<file path="config.mk">
export PLATFORM = sky130hd
export DESIGN_NAME = pkt_link_handler
export DESIGN_NICKNAME = d
export VERILOG_FILES = /design/src/logic/pkt_link_pkg.sv /design/src/logic/pkt_link_handler.sv
export VERILOG_INCLUDE_DIRS = /design/src /design/src/logic
export SDC_FILE = /design/constraint.sdc
export NUM_CORES = 1
export LEC_CHECK = 0
export BUFFER_PORTS_ARGS = -buffer_cell sky130_fd_sc_hd__buf_4
export CAP_MARGIN = 5
export CORE_UTILIZATION = 28
export CTS_CLUSTER_SIZE = 8
export DETAILED_ROUTE_END_ITERATION = 10
export GPL_TIMING_DRIVEN = 0
export HOLD_SLACK_MARGIN = 0.1
export PLACE_DENSITY = 0.56
export SYNTH_ARGS = -nofsm -noshare
export SYNTH_HDL_FRONTEND = slang
export SYNTH_SLANG_ARGS = --single-unit
export TNS_END_PERCENT = 10
</file>
<file path="constraint.sdc">
create_clock -name clock -period 4.88 [get_ports clock]
set_input_delay 0.976 -clock clock [delete_from_list [all_inputs] [get_ports clock]]
set_output_delay 0.976 -clock clock [all_outputs]
set_load 0.02 [all_outputs]
</file>
<file path="src/logic/pkt_link_consts.svh">
// constants for the packet header and message link handler
`ifndef PKT_LINK_CONSTS_SVH
`define PKT_LINK_CONSTS_SVH
`define NODE_ID_W          4
`define NODE_ID_HOST       4'h0
`define NODE_ID_DEFAULT    4'hf
`define KIND_CONTROL       3'h0
`define KIND_DATA_CMD      3'h1
`define KIND_RESPONSE      3'h2
`define KIND_DATA          3'h3
`define KIND_MESSAGE       3'h7
`define CAT_LINK           3'h0
`define CAT_INTERRUPT      3'h3
`define CAT_APP            3'h4
`define IDX_FLOW_REQUEST   4'h0
`define IDX_FLOW_READY     4'h1
`define IDX_BURST_STATUS   4'h2
`define CODE_FATAL_BIT     7
`define CODE_RETRY_BIT     0
`define CODE_FLOW_RSVD     7'h00
`define CODE_STATUS_RSVD   6'h00
`define WORD_W             30
`define W_NATIVE           29
`define W_KIND             28:26
`define W_DEST             25:22
`define W_SRC              21:18
`define W_TAG              17:15
`define W_CAT              14:12
`define W_IDX              11:8
`define W_CODE             7:0
`endif

</file>
<file path="src/logic/pkt_link_pkg.sv">
// types for the packet header and message link handler
package pkt_link_pkg;
  typedef enum logic [2:0] {
    TX_IDLE   = 3'b001,
    TX_FIRST  = 3'b010,
    TX_SECOND = 3'b100
  } tx_state_type;
endpackage

</file>
<file path="src/logic/pkt_link_handler.sv">
// device-side packet header routing and duplicated message handling
//
// Contract
// - node id 0..15, zero only for host
// - reset id 15, then take assigned 1..15
// - native flag 1; messages always set it
// - header: kind, dest, src, transaction tag
// - reserved bits sent zero, ignored on receive
// - kind codes: control,data cmd,response,data,message
// - src equals dest is broadcast, control only
// - foreign non-broadcast packets forwarded unchanged, unprocessed; corrupted or bad-header ones are dropped and flagged instead
// - broadcast processed locally and also forwarded
// - message: category, index, code fields
// - link category: request, ready, burst status
// - category 3 interrupt, 4 application, others reserved
// - flow messages: code bit 7 fatal
// - status: bit 7 fatal, bit 0 retryable
// - fatal flag held until abort or completion
// - retryable-only status after burst triggers retry
// - every message sent twice back to back
// - accept either valid copy, both bad errors
// - fatal: bad header, backend fault, retries exhausted
// - retryable: framing or crc failure
// - errors reported to host in messages
`timescale 1ns/1ps
`include "pkt_link_consts.svh"

module pkt_link_handler #(
  parameter int MAX_RETRY = 3
) (
  input  wire logic        clock,
  input  wire logic        srst,
  input  wire logic        node_id_load,
  input  wire logic [3:0]  node_id_value,
  input  wire logic        rx_valid,
  output logic             rx_ready,
  input  wire logic        rx_native_packet_flag,
  input  wire logic [2:0]  rx_packet_kind,
  input  wire logic [3:0]  rx_dest_node,
  input  wire logic [3:0]  rx_src_node,
  input  wire logic [2:0]  rx_transaction_tag,
  input  wire logic [2:0]  rx_message_category,
  input  wire logic [3:0]  rx_message_index,
  input  wire logic [7:0]  rx_message_code,
  input  wire logic        rx_crc_error,
  input  wire logic        rx_frame_error,
  output logic             tx_valid,
  input  wire logic        tx_ready,
  output logic [`WORD_W-1:0] tx_word,
  input  wire logic        tx_msg_req,
  input  wire logic [3:0]  tx_msg_index,
  input  wire logic [3:0]  tx_msg_dest,
  input  wire logic [2:0]  tx_msg_tag,
  output logic             tx_msg_busy,
  input  wire logic        backend_fault,
  input  wire logic        xact_end,
  output logic [3:0]       node_id,
  output logic             local_valid,
  output logic [`WORD_W-1:0] local_word,
  output logic             flow_request_msg,
  output logic             flow_ready_msg,
  output logic             burst_status_msg,
  output logic             app_msg_valid,
  output logic             retry_burst,
  output logic             peer_fatal,
  output logic             msg_rx_error,
  output logic             fatal_fault_flag,
  output logic             retryable_fault_flag,
  output logic             bad_header_fault,
  output logic             retries_exhausted_fault
);

  if (MAX_RETRY < 1 || MAX_RETRY > 255) begin : g_retry_check
    $error("MAX_RETRY must be 1..255");
  end
  localparam logic [7:0] RETRY_LIMIT = 8'(MAX_RETRY);
  pkt_link_pkg::tx_state_type tx_state_r;
  logic [3:0]           node_id_r;
  logic [3:0]           msg_index_r;
  logic [3:0]           msg_dest_r;
  logic [2:0]           msg_tag_r;
  logic [7:0]           retry_count_r;
  logic                 dup_wait_r;
  logic                 dup_done_r;
  logic                 fatal_r;
  logic                 retryable_r;
  logic                 bad_header_r;
  logic                 exhausted_r;
  logic                 local_valid_r;
  logic [`WORD_W-1:0]   local_word_r;
  logic                 flow_req_r;
  logic                 flow_rdy_r;
  logic                 status_r;
  logic                 app_r;
  logic                 retry_r;
  logic                 peer_fatal_r;
  logic                 msg_err_r;
  logic                 out_valid_r;
  logic [`WORD_W-1:0]   out_word_r;
  logic                 skid_valid_r;
  logic [`WORD_W-1:0]   skid_word_r;
  logic                 buf_in_ready;
  logic                 buf_push;
  logic [`WORD_W-1:0]   buf_in_word;
  logic                 rx_take;
  logic                 rx_bad;
  logic                 kind_reserved;
  logic                 broadcast;
  logic                 for_me;
  logic                 illegal;
  logic                 forward;
  logic                 is_msg;
  logic                 msg_ok;
  logic                 msg_deliver;
  logic                 msg_push;
  logic [7:0]           msg_code;
  logic [`WORD_W-1:0]   rx_word;
  logic [`WORD_W-1:0]   msg_word;
  logic                 retry_hit;

  assign rx_word = {rx_native_packet_flag, rx_packet_kind, rx_dest_node, rx_src_node,
                    rx_transaction_tag, rx_message_category, rx_message_index,
                    rx_message_code};
  assign kind_reserved = !(rx_packet_kind == `KIND_CONTROL || rx_packet_kind == `KIND_DATA_CMD ||
                           rx_packet_kind == `KIND_RESPONSE || rx_packet_kind == `KIND_DATA ||
                           rx_packet_kind == `KIND_MESSAGE);
  assign rx_bad = rx_crc_error | rx_frame_error;
  assign broadcast = (rx_src_node == rx_dest_node) &&
                     (rx_packet_kind == `KIND_CONTROL);
  // a message without the native flag, or a non-control src==dest, is a bad header
  assign illegal = !rx_bad && (kind_reserved ||
                   (rx_packet_kind == `KIND_MESSAGE && !rx_native_packet_flag) ||
                   (rx_src_node == rx_dest_node && !broadcast));
  assign for_me = (rx_dest_node == node_id_r) || broadcast;
  // corrupted packets are never forwarded: their routing fields cannot be trusted
  assign forward = !rx_bad && !illegal &&
                   ((rx_dest_node != node_id_r) || broadcast);
  assign is_msg = rx_packet_kind == `KIND_MESSAGE && rx_dest_node == node_id_r;
  assign msg_ok = is_msg && !rx_bad && !illegal;
  assign rx_take = rx_valid && rx_ready;

  // a failed first copy is rescued by the second; a good first makes the second moot
  assign msg_deliver = rx_take && msg_ok && !(dup_wait_r && dup_done_r);

  // outgoing message, reserved bits zero
  assign msg_code = (msg_index_r == `IDX_BURST_STATUS) ?
                    {fatal_r, `CODE_STATUS_RSVD, retryable_r} :
                    {fatal_r, `CODE_FLOW_RSVD};
  assign msg_word = {1'b1, `KIND_MESSAGE, msg_dest_r, node_id_r, msg_tag_r,
                     `CAT_LINK, msg_index_r, msg_code};

  // message copies own the buffer input so the two copies leave with no gap
  assign msg_push = (tx_state_r != pkt_link_pkg::TX_IDLE) && buf_in_ready;
  assign rx_ready = buf_in_ready && (tx_state_r == pkt_link_pkg::TX_IDLE);
  assign buf_push = msg_push || (rx_take && forward);
  assign buf_in_word = msg_push ? msg_word : rx_word;

  always_ff @(posedge clock) begin
    if (srst) begin
      node_id_r <= `NODE_ID_DEFAULT;
    end else if (node_id_load && node_id_value != `NODE_ID_HOST) begin
      node_id_r <= node_id_value;
    end
  end

  // message transmit sequencer
  always_ff @(posedge clock) begin
    if (srst) begin
      tx_state_r  <= pkt_link_pkg::TX_IDLE;
      msg_index_r <= `IDX_FLOW_REQUEST;
      msg_dest_r  <= `NODE_ID_HOST;
      msg_tag_r   <= 3'h0;
    end else begin
      unique case (tx_state_r)
        pkt_link_pkg::TX_IDLE: begin
          if (tx_msg_req) begin
            tx_state_r  <= pkt_link_pkg::TX_FIRST;
            msg_index_r <= tx_msg_index;
            msg_dest_r  <= tx_msg_dest;
            msg_tag_r   <= tx_msg_tag;
          end
        end
        pkt_link_pkg::TX_FIRST: begin
          if (msg_push) begin
            tx_state_r <= pkt_link_pkg::TX_SECOND;
          end
        end
        pkt_link_pkg::TX_SECOND: begin
          if (msg_push) begin
            tx_state_r <= pkt_link_pkg::TX_IDLE;
          end
        end
        default: begin
          tx_state_r <= pkt_link_pkg::TX_IDLE;
        end
      endcase
    end
  end

  // duplicate tracking on received messages
  always_ff @(posedge clock) begin
    if (srst) begin
      dup_wait_r <= 1'b0;
      dup_done_r <= 1'b0;
      msg_err_r  <= 1'b0;
    end else begin
      msg_err_r <= 1'b0;
      if (rx_take && is_msg) begin
        dup_wait_r <= !dup_wait_r;
        dup_done_r <= dup_wait_r ? 1'b0 : msg_ok;
        msg_err_r  <= dup_wait_r && !dup_done_r && !msg_ok;
      end
    end
  end

  // local delivery and link message decode
  assign retry_hit = msg_deliver && rx_message_category == `CAT_LINK &&
                     rx_message_index == `IDX_BURST_STATUS &&
                     rx_message_code[`CODE_RETRY_BIT] && !rx_message_code[`CODE_FATAL_BIT];
  always_ff @(posedge clock) begin
    if (srst) begin
      local_valid_r <= 1'b0;
      local_word_r  <= '0;
      flow_req_r    <= 1'b0;
      flow_rdy_r    <= 1'b0;
      status_r      <= 1'b0;
      app_r         <= 1'b0;
      retry_r       <= 1'b0;
      peer_fatal_r  <= 1'b0;
    end else begin
      local_valid_r <= rx_take && for_me && !rx_bad && !illegal && !is_msg;
      if (rx_take) begin
        local_word_r <= rx_word;
      end
      flow_req_r   <= msg_deliver && rx_message_category == `CAT_LINK &&
                      rx_message_index == `IDX_FLOW_REQUEST;
      flow_rdy_r   <= msg_deliver && rx_message_category == `CAT_LINK &&
                      rx_message_index == `IDX_FLOW_READY;
      status_r     <= msg_deliver && rx_message_category == `CAT_LINK &&
                      rx_message_index == `IDX_BURST_STATUS;
      // interrupt and reserved categories are dropped
      app_r        <= msg_deliver && rx_message_category == `CAT_APP;
      retry_r      <= retry_hit;
      peer_fatal_r <= msg_deliver && rx_message_category == `CAT_LINK &&
                      rx_message_index <= `IDX_BURST_STATUS &&
                      rx_message_code[`CODE_FATAL_BIT];
    end
  end

  // error classes; a set in the clearing cycle wins
  always_ff @(posedge clock) begin
    if (srst) begin
      bad_header_r  <= 1'b0;
      exhausted_r   <= 1'b0;
      retry_count_r <= 8'h00;
    end else begin
      if (xact_end) begin
        bad_header_r  <= 1'b0;
        exhausted_r   <= 1'b0;
        retry_count_r <= 8'h00;
      end
      if (rx_take && illegal) begin
        bad_header_r <= 1'b1;
      end
      if (retry_hit) begin
        if (retry_count_r + 8'h01 >= RETRY_LIMIT) begin
          exhausted_r <= 1'b1;
        end
        retry_count_r <= retry_count_r + 8'h01;
      end
    end
  end

  always_ff @(posedge clock) begin
    if (srst) begin
      fatal_r <= 1'b0;
    end else if ((rx_take && illegal) || backend_fault || (exhausted_r && !xact_end)) begin
      fatal_r <= 1'b1;
    end else if (xact_end) begin
      fatal_r <= 1'b0;
    end
  end

  // burst errors are reported once in the next status message
  always_ff @(posedge clock) begin
    if (srst) begin
      retryable_r <= 1'b0;
    end else if (rx_take && rx_bad) begin
      retryable_r <= 1'b1;
    end else if (xact_end || (msg_push && tx_state_r == pkt_link_pkg::TX_SECOND &&
                              msg_index_r == `IDX_BURST_STATUS)) begin
      retryable_r <= 1'b0;
    end
  end

  // two-entry skid buffer toward the next node
  assign buf_in_ready = !skid_valid_r;
  always_ff @(posedge clock) begin
    if (srst) begin
      out_valid_r  <= 1'b0;
      out_word_r   <= '0;
      skid_valid_r <= 1'b0;
      skid_word_r  <= '0;
    end else if (!out_valid_r || tx_ready) begin
      if (skid_valid_r) begin
        out_word_r   <= skid_word_r;
        skid_valid_r <= 1'b0;
      end else begin
        out_valid_r <= buf_push;
        out_word_r  <= buf_in_word;
      end
    end else if (buf_push) begin
      skid_valid_r <= 1'b1;
      skid_word_r  <= buf_in_word;
    end
  end

  assign tx_valid                = out_valid_r;
  assign tx_word                 = out_word_r;
  assign tx_msg_busy             = tx_state_r != pkt_link_pkg::TX_IDLE;
  assign node_id                 = node_id_r;
  assign local_valid             = local_valid_r;
  assign local_word              = local_word_r;
  assign flow_request_msg        = flow_req_r;
  assign flow_ready_msg          = flow_rdy_r;
  assign burst_status_msg        = status_r;
  assign app_msg_valid           = app_r;
  assign retry_burst             = retry_r;
  assign peer_fatal              = peer_fatal_r;
  assign msg_rx_error            = msg_err_r;
  assign fatal_fault_flag        = fatal_r;
  assign retryable_fault_flag    = retryable_r;
  assign bad_header_fault        = bad_header_r;
  assign retries_exhausted_fault = exhausted_r;

endmodule // pkt_link_handler

</file>
* Word level (Yosys, flattened, before mapping)
Cells that the tools add are included.
Word-level totals: RAM bits 0, output and inout port bits 79, register bits after elaboration 132, memories 0, bits in latches 0, input bits 55, memory bits (read-only) 0
Cells by class: shift operators 0, equality and inequality tests 18, add/sub/neg operators 1, reductions and logical operators 79, $lt $le $gt $ge 2, multiplexer cells 18, bitwise operators 4, multipliers 0, div/mod/pow operators 0
Operator list (count):
- 30-bit 2-to-1 mux | 2
- 1-bit logical AND | 38
- 8-bit 2-to-1 mux | 2
- 1-bit zero test | 14
- 1-bit logical OR | 13
- 1-bit 2-to-1 mux | 10
- 3-bit by 2-bit equality test with 1-bit output (second input constant) | 3
- 3-bit equality test (second input constant) | 3
- 3-bit 2-to-1 mux | 3
- 3-bit case mux with 3 select lines | 1
- 8-bit by 1-bit adder with 8-bit output (second input constant) | 1
- 4-bit by 2-bit equality test with 1-bit output (second input constant) | 2
- 4-bit equality test | 2
- 8-bit by 2-bit >= comparator with 1-bit output (second input constant) | 1
- 2-bit nonzero test | 4
- 3-bit by 1-bit equality test with 1-bit output (second input constant) | 2
- 3-bit zero test | 2
- 2-bit inequality test (second input constant) | 3
- 2-bit AND reduction | 3
- 4-bit by 1-bit equality test with 1-bit output (second input constant) | 1
- 4-bit by 2-bit less-or-equal comparator with 1-bit output (second input constant) | 1
- 4-bit zero test | 1
- 4-bit inequality test | 1
- 4-bit nonzero test | 1
- other kinds (5) | 8

* Longest topological paths before layout
word-level depth 18, gate-level depth with buffers 7, depth with buffers taken out 6

* Worst setup path before layout
No wires, ideal clock.
path kind input to register, start point input port rx_dest_node[0], end point register peer_fatal_r, in the netlist peer_fatal, arrival time 2.665 ns, cell stages on the path 6, library setup time 0.100 ns, path slack 2.115 ns, required time 4.780 ns, cell sequence xor2_1 -> nor4_4 -> nand4_1 -> or4_1 -> buf_2 -> a2111oi_4
Between the ends: cells in the longest elaborated chain, start to end 13, elaborated cells between the ends (all ways) 16, classes of those cells eq/ne (2); reduce/logical (14)
Ends and longest elaborated chain:
- start: declaration | RTL line pkt_link_handler.sv:39 | input wire logic [3:0] rx_dest_node,
- 4-bit equality test | RTL line pkt_link_handler.sv:128, pkt_link_handler.sv:133
- 1-bit logical AND | RTL line pkt_link_handler.sv:128 | assign broadcast = (rx_src_node == rx_dest_node) &&
- 1-bit zero test | RTL line pkt_link_handler.sv:133 | (rx_src_node == rx_dest_node && !broadcast));
- 1-bit logical AND | RTL line pkt_link_handler.sv:133
- 1-bit logical OR | RTL line pkt_link_handler.sv:131 | assign illegal = !rx_bad && (kind_reserved ||
- 1-bit logical AND | RTL line pkt_link_handler.sv:131
- 1-bit zero test | RTL line pkt_link_handler.sv:139 | assign msg_ok = is_msg && !rx_bad && !illegal;
- 1-bit logical AND * | RTL line pkt_link_handler.sv:139
- 1-bit logical AND * (2 in series) | RTL line pkt_link_handler.sv:143 | assign msg_deliver = rx_take && msg_ok && !(dup_wait_r && dup_done_r);
- 1-bit logical AND (no source line) * (2 in series)
- 1-bit logical AND * | RTL line pkt_link_handler.sv:244 | peer_fatal_r <= msg_deliver && rx_message_category == `CAT_LINK &&
- end signal: assignment | RTL line pkt_link_handler.sv:244
- end: declaration | RTL line pkt_link_handler.sv:96 | logic peer_fatal_r;
Every way passes the cells marked *; elsewhere a longest branch is shown, timed or not. A chain may end at the register's enable or synchronous reset.

* Worst setup path after layout
start point register tx_state_r[0], end point output port rx_ready
Between the ends: cells in the longest elaborated chain, start to end 2
Ends and longest elaborated chain:
- start: declaration | RTL line pkt_link_handler.sv:77 | pkt_link_pkg::tx_state_type tx_state_r;
- start signal: assignment | RTL line pkt_link_handler.sv:169 | tx_state_r <= pkt_link_pkg::TX_IDLE;
- start signal: assignment | RTL line pkt_link_handler.sv:177 | tx_state_r <= pkt_link_pkg::TX_FIRST;
- start signal: assignment | RTL line pkt_link_handler.sv:185 | tx_state_r <= pkt_link_pkg::TX_SECOND;
- 3-bit by 1-bit equality test with 1-bit output | RTL line pkt_link_handler.sv:154 | assign rx_ready = buf_in_ready && (tx_state_r == pkt_link_pkg::TX_IDLE);
- 1-bit logical AND | RTL line pkt_link_handler.sv:154
- end: declaration | RTL line pkt_link_handler.sv:36 | output logic rx_ready,
No other way between the ends.

==> flow_metrics.env <==
export IMPL_period_share=0.731
export IMPL_viasPerCell=5.09
export IMPL_critPathLaunchType="flop"
export IMPL_p_leak_nw=3.05
export IMPL_grt_util_all_layers=0.189
export IMPL_clockBufferDepth=2
export IMPL_nets=870
export IMPL_synth_edff_count=0
export IMPL_synth_top_area_cell="dfxtp_1"
export IMPL_finalHoldViolations=0
export IMPL_seqPwrFrac=0.389
export IMPL_synth_most_common_cell="dfxtp_1"
export IMPL_diodes=0
export IMPL_synthTopCellsByArea="dfxtp_1 (46%), nand2_1 (7.8%), a21oi_1 (6.4%), o221a_2 (3.7%), clkbuf_1 (3.0%)"
export IMPL_drv_cap=0
export IMPL_status="finished clean"
export IMPL_clk_latency_ns=0.42
export IMPL_first_global_vias=5093
export IMPL_cts_sinks=132
export IMPL_avgSynthCellArea_sq_um=8.63
export IMPL_num_vias=5558
export IMPL_crit_type="reg -> out"
export IMPL_postSynthCellCount=665
export IMPL_intPower_mw=2.21
export IMPL_setup_tns_ns=0
export IMPL_num_io_pins=134
export IMPL_place_congestion=0.843
export IMPL_setup_ws_ns=1.31
export IMPL_hold_path_startpoint="tx_word[9]"
export IMPL_numCtsBuffers=17
export IMPL_cp_slowest_cell="nor3b_1"
export IMPL_ir_worst_vdd_mv=0.205
export IMPL_synth_main_ff_cell="dfxtp_1"
export IMPL_cts_setup_buffers=0
export IMPL_place_ws_ns=1.56
export IMPL_synth_nets=722
export IMPL_overflow=0
export IMPL_synth_seq_area_share=0.461
export IMPL_final_util=0.388
export IMPL_hp_class="reg -> reg"
export IMPL_maxSlewHeadroom=0.483
export IMPL_synth_common_cells="dfxtp_1 (132), nand2_1 (119), a21oi_1 (73), clkbuf_1 (46)"
export IMPL_dieHeight_um=145
export IMPL_syn_to_final_growth_pct=33.7
export IMPL_power_frac_clock=0.454
export IMPL_antenna_found_initial=0
export IMPL_grt_pass1_wl_mm=30.8
export IMPL_worstPathArrival_ns=2.59
export IMPL_synth_seq_cells=132
export IMPL_drive_above_1_share=0.248
export IMPL_cts_hold_buffers=0
export IMPL_p_sw_mw=0.825
export IMPL_netlist_area_sq_um=5740
export IMPL_yosysWarnings=0
export IMPL_crit_buf_inv=3
export IMPL_cts_clk_slew_worst_paths_ns=0.06
export IMPL_io_buffers=129
export IMPL_finalInstanceArea_sq_um=7670
export IMPL_post_route_min_period_ns=3.57
export IMPL_core_sq_um=19800
export IMPL_start_util=0.290
export IMPL_detail_route_wl_per_cell_um=18.0
export IMPL_cts_root_buffer="clkbuf_16"
export IMPL_yosysUniqueCellTypes=60
export IMPL_cts_resized=0
export IMPL_dr_pass1_iters=5
export IMPL_cpPeakStageDelay_ns=0.55
export IMPL_dpl_instance_area_sq_um=7040
export IMPL_cp_max_fo=10
export IMPL_rsz0062_at_grt="false"
export IMPL_crit_family="buffers and inverters"
export IMPL_endpoint_kind="primary output"
export IMPL_required_ns=3.90
export IMPL_dieArea_sq_um=21100
export IMPL_worst_slew_pin_slew_ns=0.776
export IMPL_synth_top_area_share=0.461
export IMPL_chipWidth_um=145
export IMPL_dp_hpwl_mm=14.4
export IMPL_power_per_cell_area_nw_per_um2=396
export IMPL_crit_path_start="tx_state_r[0]"
export IMPL_htree_levels=4
export IMPL_drt_wl_total_mm=19.7
export IMPL_crit_chain="nor3b_1 -> clkbuf_1 -> nand2_1 -> clkinv_1 -> buf_4"
export IMPL_async_flop_share=0
export IMPL_cts_tree="yes"
export IMPL_rows=51
export IMPL_drc=0
export IMPL_grt_max_degree=17
export IMPL_dr_first_iter_drc_count=425
export IMPL_sw_frac_of_total=0.272
export IMPL_reg2reg_from="tx_state_r[0]"
export IMPL_ant_nets=0
export IMPL_timing_fmax_ghz=0.280
export IMPL_finalClockSkew_ns=0.00682
export IMPL_setup_violations=0
export IMPL_maxSlewViolCount=0
export IMPL_comb_power_share=0.157
==> area by class of cell <==
type	instances	area (sq um)
buffer	53	205
clock buffer	20	457
clock inverter	12	178
fill	2061	12100
inverter	11	41.3
multi-input combinational	469	2850
sequential	132	2640
tap	265	332
timing repair buffer	129	968
==> worst register-to-register path, stage by stage (launching register included) <==
cell and delay, ns:
dfxtp_1 0.42, nor3b_1 0.55, clkbuf_1 0.42, nor2_1 0.18, a21oi_1 0.51, buf_2 0.35, o221a_2 0.21
==> routing by layer <==
metal / part of all wire / GRT usage / routed length [um]
met2: 0.44 / 0.276 / 8690
met1: 0.49 / 0.274 / 9630
met5: 0 / 0 / 0
met3: 0.055 / 0.0387 / 1080
met4: 0.013 / 0.0589 / 260
==> power by group through the flow <==
stage | combinational, mW | sequential, mW | clock [mW]
after floorplan | 0.216 | 1.25 | 0
after detailed placement | 0.478 | 1.20 | 0
after global placement | 0.478 | 1.20 | 0
after global routing | 0.518 | 1.19 | 1.45
final | 0.477 | 1.18 | 1.38
after CTS | 0.479 | 1.18 | 1.40
==> state kept, by name, indices dropped and copies added, names as in the netlist, 3 cells and up <==
signal,flops
local_word,30
msg_dest_r,4
msg_index_r,4
msg_tag_r,3
node_id,4
retry_count_r,8
skid_word_r,30
tx_state_r,3
tx_word,30
==> worst paths after layout <==
check,to,slack [ns],cells after the start
worst max register to register,skid_word_r[17],2.18,6
worst min register to register,tx_word[9],0.45,2
worst min-delay path,tx_word[9],0.45,2
worst max-delay path,rx_ready,1.31,5
==> through the flow <==
step                cells  hold WS, ns  power (mW)
finish               1091        0.449        3.04
global route         1091        0.471        3.16
CTS                  1091        0.453        3.06
detailed placement   1059        0.445        1.68
global placement     1059        0.440        1.68
floorplan             665        0.432        1.47
==> placed cells by master, fill, tap and decap left out, types with 7 or more instances in the layout <==
cell and instances:
clkbuf_16 17, and3_1 20, a22o_1 9, o221a_2 19
nand2_1 119, clkbuf_1 47, dfxtp_1 132, a221oi_1 9
or3b_2 15, o21ai_0 22, nor3_1 18, a211oi_1 7
inv_1 9, a21oi_1 73, nand3_1 13, buf_4 129
nand3b_1 17, o211ai_1 20, nor2_1 22
==> kinds of logic after synthesis <==
kind of cell | share of synthesized area
AO/OA/AOI/OAI | 0.235
XOR/XNOR | 0.0168
adder cells (fa/ha/maj) | 0.00436
buffers and inverters | 0.0430
flip-flops | 0.461
AND/OR/NAND/NOR | 0.241
(Power assumes the default switching activity.)
